### src/design/prc_defines.svh
`ifndef PRC_DEFINES_SVH
`define PRC_DEFINES_SVH

// ****************************************
// Register offsets
// ****************************************
`define PRC_ADDR_W 5
`define PRC_DATA_W 16
`define PRC_ADDR_RIC 5'h17
`define PRC_ADDR_LED 5'h18
`define PRC_ADDR_XOV 5'h19

// ****************************************
// Reduced interface config fields
// ****************************************
`define PRC_RIC_MODE 5
`define PRC_RIC_OLDREV 4
`define PRC_RIC_OVF 3
`define PRC_RIC_UNF 2
`define PRC_RIC_ELAST_HI 1
`define PRC_RIC_ELAST_LO 0
`define PRC_RIC_ELAST_RST 2'h1
`define PRC_RIC_OLDREV_RST 1'h0

// ****************************************
// LED override fields
// ****************************************
`define PRC_SPEED_INDICATOR_PIN_EN 5
`define PRC_LINK_INDICATOR_PIN_EN 4
`define PRC_LED_ACT_EN 3
`define PRC_SPEED_INDICATOR_PIN_VAL 2
`define PRC_LINK_INDICATOR_PIN_VAL 1
`define PRC_LED_ACT_VAL 0
`define PRC_LED_RST 6'h00

// ****************************************
// Crossover and pause fields
// ****************************************
`define PRC_XOV_AUTO 15
`define PRC_XOV_FORCE 14
`define PRC_XOV_PAUSE_RX 13
`define PRC_ADV_PAUSE 0
`define PRC_ADV_ASYM 1

// ****************************************
// Elasticity tolerance in bits
// ****************************************
`define PRC_TOL_00 5'h0e
`define PRC_TOL_01 5'h02
`define PRC_TOL_10 5'h06
`define PRC_TOL_11 5'h0a
`define PRC_DIBIT_BITS 5'h02

`endif

### src/design/prc_pkg.sv
package prc_pkg;

  typedef logic [15:0] prc_word_t;
  typedef logic [4:0] prc_level_t;

  // Elastic buffer occupancy tracking
  typedef enum logic [1:0] {
    PRC_EB_IDLE = 2'b00,
    PRC_EB_FILL = 2'b01,
    PRC_EB_RUN = 2'b11,
    PRC_EB_DRAIN = 2'b10
  } prc_eb_state_e;

endpackage

### src/design/prc_elastic_mon.sv
`timescale 1ns/1ps
`include "prc_defines.svh"

module prc_elastic_mon (
  input wire logic sys_clk,
  input wire logic resetn,
  input wire logic enable,
  input wire logic pkt_active,
  input wire logic wr_pulse,
  input wire logic [1:0] tol_sel,
  output logic rd_pulse,
  output logic ovf_evt,
  output logic unf_evt
);

  // Tolerance in bits per field code
  function automatic prc_pkg::prc_level_t tol_bits(input logic [1:0] sel);
    unique case (sel)
      2'b00: tol_bits = `PRC_TOL_00;
      2'b01: tol_bits = `PRC_TOL_01;
      2'b10: tol_bits = `PRC_TOL_10;
      2'b11: tol_bits = `PRC_TOL_11;
    endcase
  endfunction

  prc_pkg::prc_eb_state_e state_r, state_nxt;
  prc_pkg::prc_level_t fill_r, fill_nxt;
  wire prc_pkg::prc_level_t tol = tol_bits(tol_sel);
  wire prc_pkg::prc_level_t half = {1'b0, tol[4:1]};
  wire running = (state_r == prc_pkg::PRC_EB_RUN) || (state_r == prc_pkg::PRC_EB_DRAIN);
  wire do_wr = wr_pulse && (state_r != prc_pkg::PRC_EB_IDLE || pkt_active);
  wire prc_pkg::prc_level_t fill_add = do_wr ? `PRC_DIBIT_BITS : 5'h00;
  wire prc_pkg::prc_level_t fill_up = fill_r + fill_add;

  assign rd_pulse = running && (fill_up >= `PRC_DIBIT_BITS);
  // Fill past tolerance or a read with nothing stored
  assign ovf_evt = enable && do_wr && (fill_up > tol);
  assign unf_evt = enable && (state_r == prc_pkg::PRC_EB_RUN) && pkt_active && !rd_pulse;

  always_comb begin
    state_nxt = state_r;
    fill_nxt = rd_pulse ? prc_pkg::prc_level_t'(fill_up - `PRC_DIBIT_BITS) : fill_up;
    if (ovf_evt) begin
      fill_nxt = tol;
    end
    unique case (state_r)
      prc_pkg::PRC_EB_IDLE: if (enable && pkt_active) state_nxt = prc_pkg::PRC_EB_FILL;
      // A short packet that ends before the run level still drains
      prc_pkg::PRC_EB_FILL: begin
        if (!pkt_active) begin
          state_nxt = prc_pkg::PRC_EB_DRAIN;
        end else if (fill_up >= half) begin
          state_nxt = prc_pkg::PRC_EB_RUN;
        end
      end
      prc_pkg::PRC_EB_RUN: if (!pkt_active) state_nxt = prc_pkg::PRC_EB_DRAIN;
      prc_pkg::PRC_EB_DRAIN: if (fill_nxt == 5'h00) state_nxt = prc_pkg::PRC_EB_IDLE;
    endcase
    if (!enable) begin
      state_nxt = prc_pkg::PRC_EB_IDLE;
      fill_nxt = 5'h00;
    end
  end

  always_ff @(posedge sys_clk or negedge resetn) begin
    if (!resetn) begin
      state_r <= prc_pkg::PRC_EB_IDLE;
      fill_r <= 5'h00;
    end else begin
      state_r <= state_nxt;
      fill_r <= fill_nxt;
    end
  end

endmodule

### src/design/prc_pause_resolve.sv
`timescale 1ns/1ps
`include "prc_defines.svh"

module prc_pause_resolve (
  input wire logic [1:0] local_adv,
  input wire logic [1:0] partner_adv,
  input wire logic hcd_full_duplex,
  output logic pause_rx
);

  wire lp = local_adv[`PRC_ADV_PAUSE];
  wire la = local_adv[`PRC_ADV_ASYM];
  wire pp = partner_adv[`PRC_ADV_PAUSE];
  wire pa = partner_adv[`PRC_ADV_ASYM];
  wire sym = lp && pp;
  wire asym_rx = lp && la && !pp && pa;

  // Only valid when the common mode is full duplex
  assign pause_rx = hcd_full_duplex && (sym || asym_rx);

endmodule

### src/design/prc_regs.sv
// Chosen here: strobed register access.
`timescale 1ns/1ps
`include "prc_defines.svh"

// Function
// Interface config bits 15:6 read zero, writes ignored
// Bit 5 selects standard or reduced MII
// Old-revision bit 0: toggle CRS_DV at end
// Old-revision bit 1: hold CRS_DV, no toggle
// Bit 3 reports receive FIFO overflow
// Bit 2 reports receive FIFO underflow
// Elasticity field bits 1:0, resets to 01
// Field codes map to 14,2,6,10 bit tolerance
// Software halves packet length at 100ppm
// Standard mode bypasses reduced-interface logic
// Speed override bit drives stored speed value
// Link override bit drives stored link value
// Activity override bit drives stored activity value
// LED register reads settings, never pins
// Bit 15 auto crossover enable, strapped reset
// Software disables auto crossover without autoneg
// Force bit swaps transmit and receive pairs
// Bit 13 pause receive from advertisements
// Buffer fill beyond tolerance sets flags
module prc_regs (
  input wire logic sys_clk,
  input wire logic resetn,
  input wire logic [4:0] reg_addr,
  input wire logic [15:0] reg_wdata,
  input wire logic reg_wr,
  input wire logic reg_rd,
  output logic [15:0] reg_rdata,
  input wire logic strap_reduced_mode,
  input wire logic strap_auto_crossover,
  input wire logic an_enable,
  input wire logic auto_swap_req,
  input wire logic hcd_full_duplex,
  input wire logic [1:0] local_advert_pause,
  input wire logic [1:0] partner_advert_pause,
  input wire logic link_up,
  input wire logic speed_100,
  input wire logic activity,
  input wire logic rx_crs,
  input wire logic rx_dv,
  input wire logic [3:0] rx_nibble,
  input wire logic [1:0] rec_dibit,
  input wire logic rec_valid,
  output logic [3:0] mii_rxd,
  output logic mii_rx_dv,
  output logic mii_crs,
  output logic [1:0] rmii_rxd,
  output logic rmii_crs_dv,
  output logic speed_indicator_pin,
  output logic link_indicator_pin,
  output logic activity_collision_pin,
  output logic pair_swap,
  output logic pause_rx_enable
);

  // ****************************************
  // Address decode
  // ****************************************
  wire sel_ric = (reg_addr == `PRC_ADDR_RIC);
  wire sel_led = (reg_addr == `PRC_ADDR_LED);
  wire sel_xov = (reg_addr == `PRC_ADDR_XOV);
  wire wr_ric = reg_wr && sel_ric;
  wire wr_led = reg_wr && sel_led;
  wire wr_xov = reg_wr && sel_xov;
  wire rd_ric = reg_rd && sel_ric;

  // ****************************************
  // Register state
  // ****************************************
  logic strap_pend_r;
  logic reduced_mode_r, reduced_mode_nxt;
  logic reduced_if_old_revision_r, reduced_if_old_revision_nxt;
  logic rx_fifo_overflow_flag_r, rx_fifo_overflow_flag_nxt;
  logic rx_fifo_underflow_flag_r, rx_fifo_underflow_flag_nxt;
  logic [1:0] elasticity_tolerance_r, elasticity_tolerance_nxt;
  logic [5:0] led_ctl_r, led_ctl_nxt;
  logic auto_crossover_enable_r, auto_crossover_enable_nxt;
  logic forced_pair_swap_r, forced_pair_swap_nxt;
  logic pause_rx_r;
  prc_pkg::prc_word_t rdata_r, rdata_nxt;

  wire speed_led_override_en = led_ctl_r[`PRC_SPEED_INDICATOR_PIN_EN];
  wire link_led_override_en = led_ctl_r[`PRC_LINK_INDICATOR_PIN_EN];
  wire activity_led_override_en = led_ctl_r[`PRC_LED_ACT_EN];
  wire speed_led_forced_value = led_ctl_r[`PRC_SPEED_INDICATOR_PIN_VAL];
  wire link_led_forced_value = led_ctl_r[`PRC_LINK_INDICATOR_PIN_VAL];
  wire activity_led_forced_value = led_ctl_r[`PRC_LED_ACT_VAL];

  // ****************************************
  // Elasticity monitor and pause resolution
  // ****************************************
  wire pkt_active = rx_crs || rx_dv;
  logic eb_rd;
  logic eb_ovf;
  logic eb_unf;
  logic pause_rx_res;

  prc_elastic_mon u_elastic (
    .sys_clk(sys_clk),
    .resetn(resetn),
    .enable(reduced_mode_r),
    .pkt_active(pkt_active),
    .wr_pulse(rec_valid),
    .tol_sel(elasticity_tolerance_r),
    .rd_pulse(eb_rd),
    .ovf_evt(eb_ovf),
    .unf_evt(eb_unf)
  );

  prc_pause_resolve u_pause (
    .local_adv(local_advert_pause),
    .partner_adv(partner_advert_pause),
    .hcd_full_duplex(hcd_full_duplex),
    .pause_rx(pause_rx_res)
  );

  // ****************************************
  // Next-state for writable fields
  // ****************************************
  // Straps load once at the first edge after release
  assign reduced_mode_nxt = strap_pend_r ? strap_reduced_mode
                          : wr_ric ? reg_wdata[`PRC_RIC_MODE] : reduced_mode_r;
  assign reduced_if_old_revision_nxt = wr_ric ? reg_wdata[`PRC_RIC_OLDREV]
                                     : reduced_if_old_revision_r;
  assign elasticity_tolerance_nxt = wr_ric ? reg_wdata[`PRC_RIC_ELAST_HI:`PRC_RIC_ELAST_LO]
                                  : elasticity_tolerance_r;
  assign led_ctl_nxt = wr_led ? reg_wdata[`PRC_SPEED_INDICATOR_PIN_EN:`PRC_LED_ACT_VAL] : led_ctl_r;
  assign auto_crossover_enable_nxt = strap_pend_r ? strap_auto_crossover
                                   : wr_xov ? reg_wdata[`PRC_XOV_AUTO] : auto_crossover_enable_r;
  assign forced_pair_swap_nxt = wr_xov ? reg_wdata[`PRC_XOV_FORCE] : forced_pair_swap_r;

  // ****************************************
  // Status flags: sticky, cleared by reading, set wins
  // ****************************************
  assign rx_fifo_overflow_flag_nxt = eb_ovf || (rx_fifo_overflow_flag_r && !rd_ric);
  assign rx_fifo_underflow_flag_nxt = eb_unf || (rx_fifo_underflow_flag_r && !rd_ric);

  // ****************************************
  // Read mux
  // ****************************************
  wire prc_pkg::prc_word_t ric_view = {10'h000,
                                       reduced_mode_r,
                                       reduced_if_old_revision_r,
                                       rx_fifo_overflow_flag_r,
                                       rx_fifo_underflow_flag_r,
                                       elasticity_tolerance_r};
  // Stored settings only, pin levels are not visible
  wire prc_pkg::prc_word_t led_view = {10'h000, led_ctl_r};
  wire prc_pkg::prc_word_t xov_view = {auto_crossover_enable_r,
                                       forced_pair_swap_r,
                                       pause_rx_r,
                                       13'h0000};

  always_comb begin
    rdata_nxt = 16'h0000;
    if (reg_rd) begin
      if (sel_ric) begin
        rdata_nxt = ric_view;
      end else if (sel_led) begin
        rdata_nxt = led_view;
      end else if (sel_xov) begin
        rdata_nxt = xov_view;
      end
    end
  end

  assign reg_rdata = rdata_r;

  // ****************************************
  // Register file
  // ****************************************
  always_ff @(posedge sys_clk or negedge resetn) begin
    if (!resetn) begin
      strap_pend_r <= 1'b1;
      reduced_mode_r <= 1'b0;
      reduced_if_old_revision_r <= `PRC_RIC_OLDREV_RST;
      elasticity_tolerance_r <= `PRC_RIC_ELAST_RST;
      rx_fifo_overflow_flag_r <= 1'b0;
      rx_fifo_underflow_flag_r <= 1'b0;
    end else begin
      strap_pend_r <= 1'b0;
      reduced_mode_r <= reduced_mode_nxt;
      reduced_if_old_revision_r <= reduced_if_old_revision_nxt;
      elasticity_tolerance_r <= elasticity_tolerance_nxt;
      rx_fifo_overflow_flag_r <= rx_fifo_overflow_flag_nxt;
      rx_fifo_underflow_flag_r <= rx_fifo_underflow_flag_nxt;
    end
  end

  always_ff @(posedge sys_clk or negedge resetn) begin
    if (!resetn) begin
      led_ctl_r <= `PRC_LED_RST;
      auto_crossover_enable_r <= 1'b0;
      forced_pair_swap_r <= 1'b0;
      pause_rx_r <= 1'b0;
      rdata_r <= 16'h0000;
    end else begin
      led_ctl_r <= led_ctl_nxt;
      auto_crossover_enable_r <= auto_crossover_enable_nxt;
      forced_pair_swap_r <= forced_pair_swap_nxt;
      pause_rx_r <= pause_rx_res;
      rdata_r <= rdata_nxt;
    end
  end

  // ****************************************
  // LED outputs
  // ****************************************
  wire spd_led_nxt = speed_led_override_en ? speed_led_forced_value : speed_100;
  wire lnk_led_nxt = link_led_override_en ? link_led_forced_value : link_up;
  wire act_led_nxt = activity_led_override_en ? activity_led_forced_value : activity;

  // ****************************************
  // Pair selection
  // ****************************************
  // Auto crossover acts only under autoneg, even if software leaves it set
  wire auto_swap = auto_crossover_enable_r && an_enable && auto_swap_req;
  wire swap_nxt = forced_pair_swap_r || auto_swap;

  always_ff @(posedge sys_clk or negedge resetn) begin
    if (!resetn) begin
      speed_indicator_pin <= 1'b0;
      link_indicator_pin <= 1'b0;
      activity_collision_pin <= 1'b0;
      pair_swap <= 1'b0;
    end else begin
      speed_indicator_pin <= spd_led_nxt;
      link_indicator_pin <= lnk_led_nxt;
      activity_collision_pin <= act_led_nxt;
      pair_swap <= swap_nxt;
    end
  end

  assign pause_rx_enable = pause_rx_r;

  // ****************************************
  // Receive path
  // ****************************************
  logic crs_dv_r, crs_dv_nxt;
  logic [1:0] rmii_rxd_r;
  logic [3:0] mii_rxd_r;
  logic mii_dv_r;
  logic mii_crs_r;

  // Old revision keeps CRS_DV high while data remains
  wire crs_dv_tail = reduced_if_old_revision_r ? 1'b1
                   : !crs_dv_r;
  always_comb begin
    crs_dv_nxt = 1'b0;
    if (reduced_mode_r) begin
      if (rx_crs) begin
        crs_dv_nxt = 1'b1;
      end else if (rx_dv) begin
        crs_dv_nxt = crs_dv_tail;
      end
    end
  end

  // Standard mode feeds MII, reduced path held idle
  wire std_path = !reduced_mode_r;
  wire [3:0] mii_rxd_nxt = std_path ? rx_nibble : 4'h0;
  wire mii_dv_nxt = std_path && rx_dv;
  wire mii_crs_nxt = std_path && rx_crs;
  wire [1:0] rmii_rxd_nxt = (reduced_mode_r && eb_rd) ? rec_dibit : 2'h0;

  always_ff @(posedge sys_clk or negedge resetn) begin
    if (!resetn) begin
      crs_dv_r <= 1'b0;
      rmii_rxd_r <= 2'h0;
      mii_rxd_r <= 4'h0;
      mii_dv_r <= 1'b0;
      mii_crs_r <= 1'b0;
    end else begin
      crs_dv_r <= crs_dv_nxt;
      rmii_rxd_r <= rmii_rxd_nxt;
      mii_rxd_r <= mii_rxd_nxt;
      mii_dv_r <= mii_dv_nxt;
      mii_crs_r <= mii_crs_nxt;
    end
  end

  assign rmii_crs_dv = crs_dv_r;
  assign rmii_rxd = rmii_rxd_r;
  assign mii_rxd = mii_rxd_r;
  assign mii_rx_dv = mii_dv_r;
  assign mii_crs = mii_crs_r;

endmodule

### config.mk
export PLATFORM = sky130hd
export DESIGN_NAME = prc_regs
export DESIGN_NICKNAME = d
export VERILOG_FILES = /design/src/design/prc_pkg.sv /design/src/design/prc_elastic_mon.sv /design/src/design/prc_pause_resolve.sv /design/src/design/prc_regs.sv
export VERILOG_INCLUDE_DIRS = /design/src /design/src/design
export SDC_FILE = /design/constraint.sdc
export NUM_CORES = 1
export LEC_CHECK = 0
export ABC_CLOCK_PERIOD_IN_PS = 3300
export BUFFER_PORTS_ARGS = -buffer_cell sky130_fd_sc_hd__clkbuf_2
export CAP_MARGIN = 20
export CORE_ASPECT_RATIO = 1.1
export CORE_UTILIZATION = 35
export DETAILED_ROUTE_END_ITERATION = 10
export GPL_ROUTABILITY_DRIVEN = 0
export PLACE_DENSITY = 0.59
export SYNTH_ARGS = -nofsm -noshare
export SYNTH_HDL_FRONTEND = slang
export SYNTH_HIERARCHICAL = 1
export SYNTH_SLANG_ARGS = --single-unit
### constraint.sdc
create_clock -name sys_clk -period 3.3 [get_ports sys_clk]
set_input_delay 0.33 -clock sys_clk [delete_from_list [all_inputs] [get_ports sys_clk]]
set_output_delay 0.33 -clock sys_clk [all_outputs]
set_load 0.1 [all_outputs]
==> results summary <==
The pre-antenna-repair detailed-routing pass consisted of 4 iterations. Dividing total power by cell area gives a power density of approximately 680 mW/mm2. The clock period minus final worst setup slack came out at between 2 and 3 ns.

Setup repair after global routing left no endpoint under its margin. The initial antenna violation count came out at 0. The worst IR drop on VDD is 0.3379 mV.

76 I/O pins were placed. The count of maximum capacitance violations is 0. In this run the number of cells on the critical path is 9. The count of buffers added by post-CTS timing repair for setup is 0.

The longest individual stage delay on the worst path came out at around 0.48 ns. The worst setup path is captured at a flop. The number of instances in the synthesized netlist is between 150 and 200. Once placement completed, the tool counted placed cells totaling about 320. The floorplan step set the die height to 84.53 um.

The number of warnings issued by yosys came out at 6. The clock passes through at most 2 buffers. At the pin with the least slew margin, the transition time is roughly 0.8 ns. The post-detailed-route DRC marker count is 0. The worst hold path class is in2async. The layout net count came out at 306. The floorplan has 29 rows. In the final layout, the multi-input gates occupy 985.9 um2. The half-perimeter wire length after detailed placement came out at approximately 3.3 mm. The clock-pin slew reported for the worst setup and hold paths after clock tree synthesis is approximately 0.090 ns.

Based on the critical path, the design can be clocked at up to 352.4 MHz. The die covers 0.006511 mm2. The static leakage power is about 1.3 nW. The top cell family by delay on the critical path is adder cells. The post-route clock period utilization came out at between 80 and 90%. Along the worst path, the maximum fanout reaches 8. Dividing the detail-routed wire length by the instance count gives 12.91 um.

The critical path contains buffers and inverters numbering 0 combined. Setup slack on the worst reg-to-reg path comes out at around 0.46 ns. For this design, the slowest cell found on the critical path is sky130_fd_sc_hd__dfrtp_1. In this run the tool buffered the top-level ports with 60 buffer cells. The flow ran to the end, and the final reports show no timing, DRC or antenna violations. The wire length of the first global-routing pass came out at 7.134 mm. The data arrival time of the critical path is about 3.0 ns. The area used by sequential logic in the layout is between 0.001 and 0.0015 mm2. The data required time of the worst path is between 3 and 4 ns. The synthesized flop and latch total is 45. In this run, post-CTS repair resized a total of 0 instances.

The number of pins with negative max-slew slack in the final report came out at 0. Counting stages on the worst path, the most repeated cell is sky130_fd_sc_hd__ha_1. The number of hold violations in the final report was 0. The number of flops mapped to enable cells by yosys came out at 0. The total CTS buffers came out at 5. The global router's overall resource usage came out at 14.08%. The final clock skew came out at slightly below 0.01 ns. At the later pin of the worst-skew pair, clock insertion delay measures 0.30 ns. The initial core utilization came out at between 30% and 40%. The setup TNS after final layout came out at 0 ns. The netlist uses about 50 different library cells. The H-tree depth is 2.

The post-route netlist has between 30% and 40% of its cells at a drive strength greater than 1. The sequential area share after synthesis is between 50 and 60%. CTS saw 45 sinks. The floorplan core area is 0.005878 mm2.

The number of global-route vias before repair is 1495. The worst setup path is of the reg2reg kind. The total standard cell area after synthesis came out at around 0.0022 mm2.

The signal on the critical path passes through o31a_1 > ha_1 > ha_1 > ha_1 > and3_1 > o22ai_1 > a31oi_4 > nor4b_2 > a31oi_1. The number of setup violations in the final report came out at 0. The number of fill cells is about 580. Using the TritonRoute via totals, the vias-per-cell ratio works out to ~4.8.

The number of antenna-violating nets in the routed design came out at 0. The remaining global-route overflow came out at 0. The count of placed standard cells in the final layout, fillers left out is between 300 and 400. The number of antenna diodes in the final layout is 0. The number of buffers inserted for hold repair after clock tree synthesis came out at 0. The pin count of the biggest net entering global routing is 33.

The most used flip-flop cell after synthesis is sky130_fd_sc_hd__dfrtp_1. The die width is just under 80 um. The total length of routed wires is ~4.3 mm. TritonCTS built the clock tree.

In this run the clock root is driven by a sky130_fd_sc_hd__clkbuf_8. STA classifies the critical path startpoint as a flop. The worst register-to-register path has a depth of 9. The area growth from synthesis to layout is 21.42%. The relative max-transition margin is between 40 and 50%. In this run the mean area of a mapped cell was ~12 um2.

In the synthesized netlist the async set-or-reset flop fraction comes to 100.0%. The total via count after detailed routing is 1576. The violation count after the first detailed-routing iteration is slightly below 60.
flip-flops by register name (all words and copies together), names as in the netlist, 2 cells and up:
register and flops:
reg_rdata 9, led_ctl_r 6, u_elastic/fill_r 5, mii_rxd 4, elasticity_tolerance_r 2, rmii_rxd 2, u_elastic/state_r 2
metal layers:
layer | routed length [um] | GRT usage, % | vias up
met5 | 0 | 0 | -
met4 | 53 | 5.660 | 0
met3 | 146 | 3.152 | 5
met2 | 2130 | 23.13 | 35
met1 | 1928 | 17.99 | 752
li1 | - | - | 784
worst reg2reg max path: cells and delay by family, from the launching register on:
family          cells  cell delay (ns)
fa+ha+maj           3             0.93
compound gates      4             0.90
simple gates        2             0.42
flops               1             0.48
logic make-up (layout without fill, tap and decap cells):
logic type | Yosys count | in the layout | share of synthesized area, %
buffers and inverters | 14 | 75 | 3.637
other | 1 | 8 | 0.1730
AOI/OAI and AO/OA | 38 | 38 | 13.34
and+or+nand+nor | 61 | 61 | 17.03
DFF | 45 | 45 | 52.08
muxes | 14 | 14 | 7.159
xor gates and xnor gates | 4 | 4 | 1.963
adders and majority gates | 8 | 8 | 4.619
layout make-up:
| class | instances | area share (%) |
|---|---|---|
| sequential | 45 | 42.89 |
| multi-input combinational | 133 | 37.47 |
| timing repair buffer | 61 | 11.70 |
| tap | 77 | 3.661 |
| clock buffer | 5 | 2.615 |
| inverter | 6 | 0.8559 |
| clock inverter | 3 | 0.8084 |
worst paths after layout:
check / startpoint / end
min in group sys_clk: local_advert_pause[0] / pause_rx_enable$_DFF_PN0_
setup reg to reg: u_elastic/state_r[1]$_DFFE_PN0P_ / u_elastic/state_r[1]$_DFFE_PN0P_
max in group asynchronous: resetn / rmii_rxd[1]$_DFF_PN0_
hold reg to reg: rx_fifo_overflow_flag_r$_DFF_PN0_ / rx_fifo_overflow_flag_r$_DFF_PN0_
setup / recovery: u_elastic/state_r[1]$_DFFE_PN0P_ / u_elastic/state_r[1]$_DFFE_PN0P_
hold / removal: resetn / pause_rx_enable$_DFF_PN0_
power by group:
group | internal (W) | switching, W
sequential | 0.000640 | 0.0000767
combinational | 0.000259 | 0.000471
clock | 0.000150 | 0.000188
cell usage after synthesis, drive strengths merged, types with 5 or more instances:
cell	n	share of area, %
nand2	13	2.3
inv	6	1.0
a31oi	5	2.1
a21oi	6	1.4
nand3	5	1.2
mux2	12	6.2
nor2b	10	2.9
a22o	6	2.4
nor2	6	1.0
dfrtp	43	50
o21ai	5	1.3
buf	7	2.4
ha	8	4.6
placed cells by master (no fill, tap or decap), types with 2 or more instances in the layout:
cell type / n
sky130_fd_sc_hd__nor2b_1: 10
sky130_fd_sc_hd__a21oi_1: 6
sky130_fd_sc_hd__nand3b_1: 2
sky130_fd_sc_hd__dfstp_2: 2
sky130_fd_sc_hd__o21ai_0: 4
sky130_fd_sc_hd__a22o_1: 6
sky130_fd_sc_hd__inv_1: 6
sky130_fd_sc_hd__nand3_1: 5
sky130_fd_sc_hd__and3_1: 4
sky130_fd_sc_hd__ha_1: 8
sky130_fd_sc_hd__nor3b_1: 2
sky130_fd_sc_hd__or3b_4: 2
sky130_fd_sc_hd__nand2_1: 13
sky130_fd_sc_hd__clkbuf_2: 60
sky130_fd_sc_hd__mux2_2: 12
sky130_fd_sc_hd__o21a_1: 2
sky130_fd_sc_hd__dfrtp_1: 43
sky130_fd_sc_hd__or2_2: 2
sky130_fd_sc_hd__conb_1: 8
sky130_fd_sc_hd__and2_1: 4
sky130_fd_sc_hd__clkbuf_8: 5
sky130_fd_sc_hd__nand2b_1: 3
sky130_fd_sc_hd__nor2_1: 6
sky130_fd_sc_hd__mux2i_1: 2
sky130_fd_sc_hd__xor2_1: 2
sky130_fd_sc_hd__a21o_1: 3
sky130_fd_sc_hd__and3b_1: 2
sky130_fd_sc_hd__a31oi_1: 4
through the flow:
stage          hold WS (ns)  area (um2)  power (W)  setup slack, ns  util [%]
2_1_floorplan       0.03441        2193   0.001300           0.5763         -
3_3_place_gp         0.4458        2541   0.001447           0.2665     43.23
3_5_place_dp         0.4514        2541   0.001458           0.2490     43.23
4_1_cts              0.1180        2631   0.001807           0.4661     44.76
5_1_grt              0.1549        2631   0.001904           0.3339     44.76
6_report            0.09056        2631   0.001786           0.4620     44.76
Power figures use the tool's default switching activity.
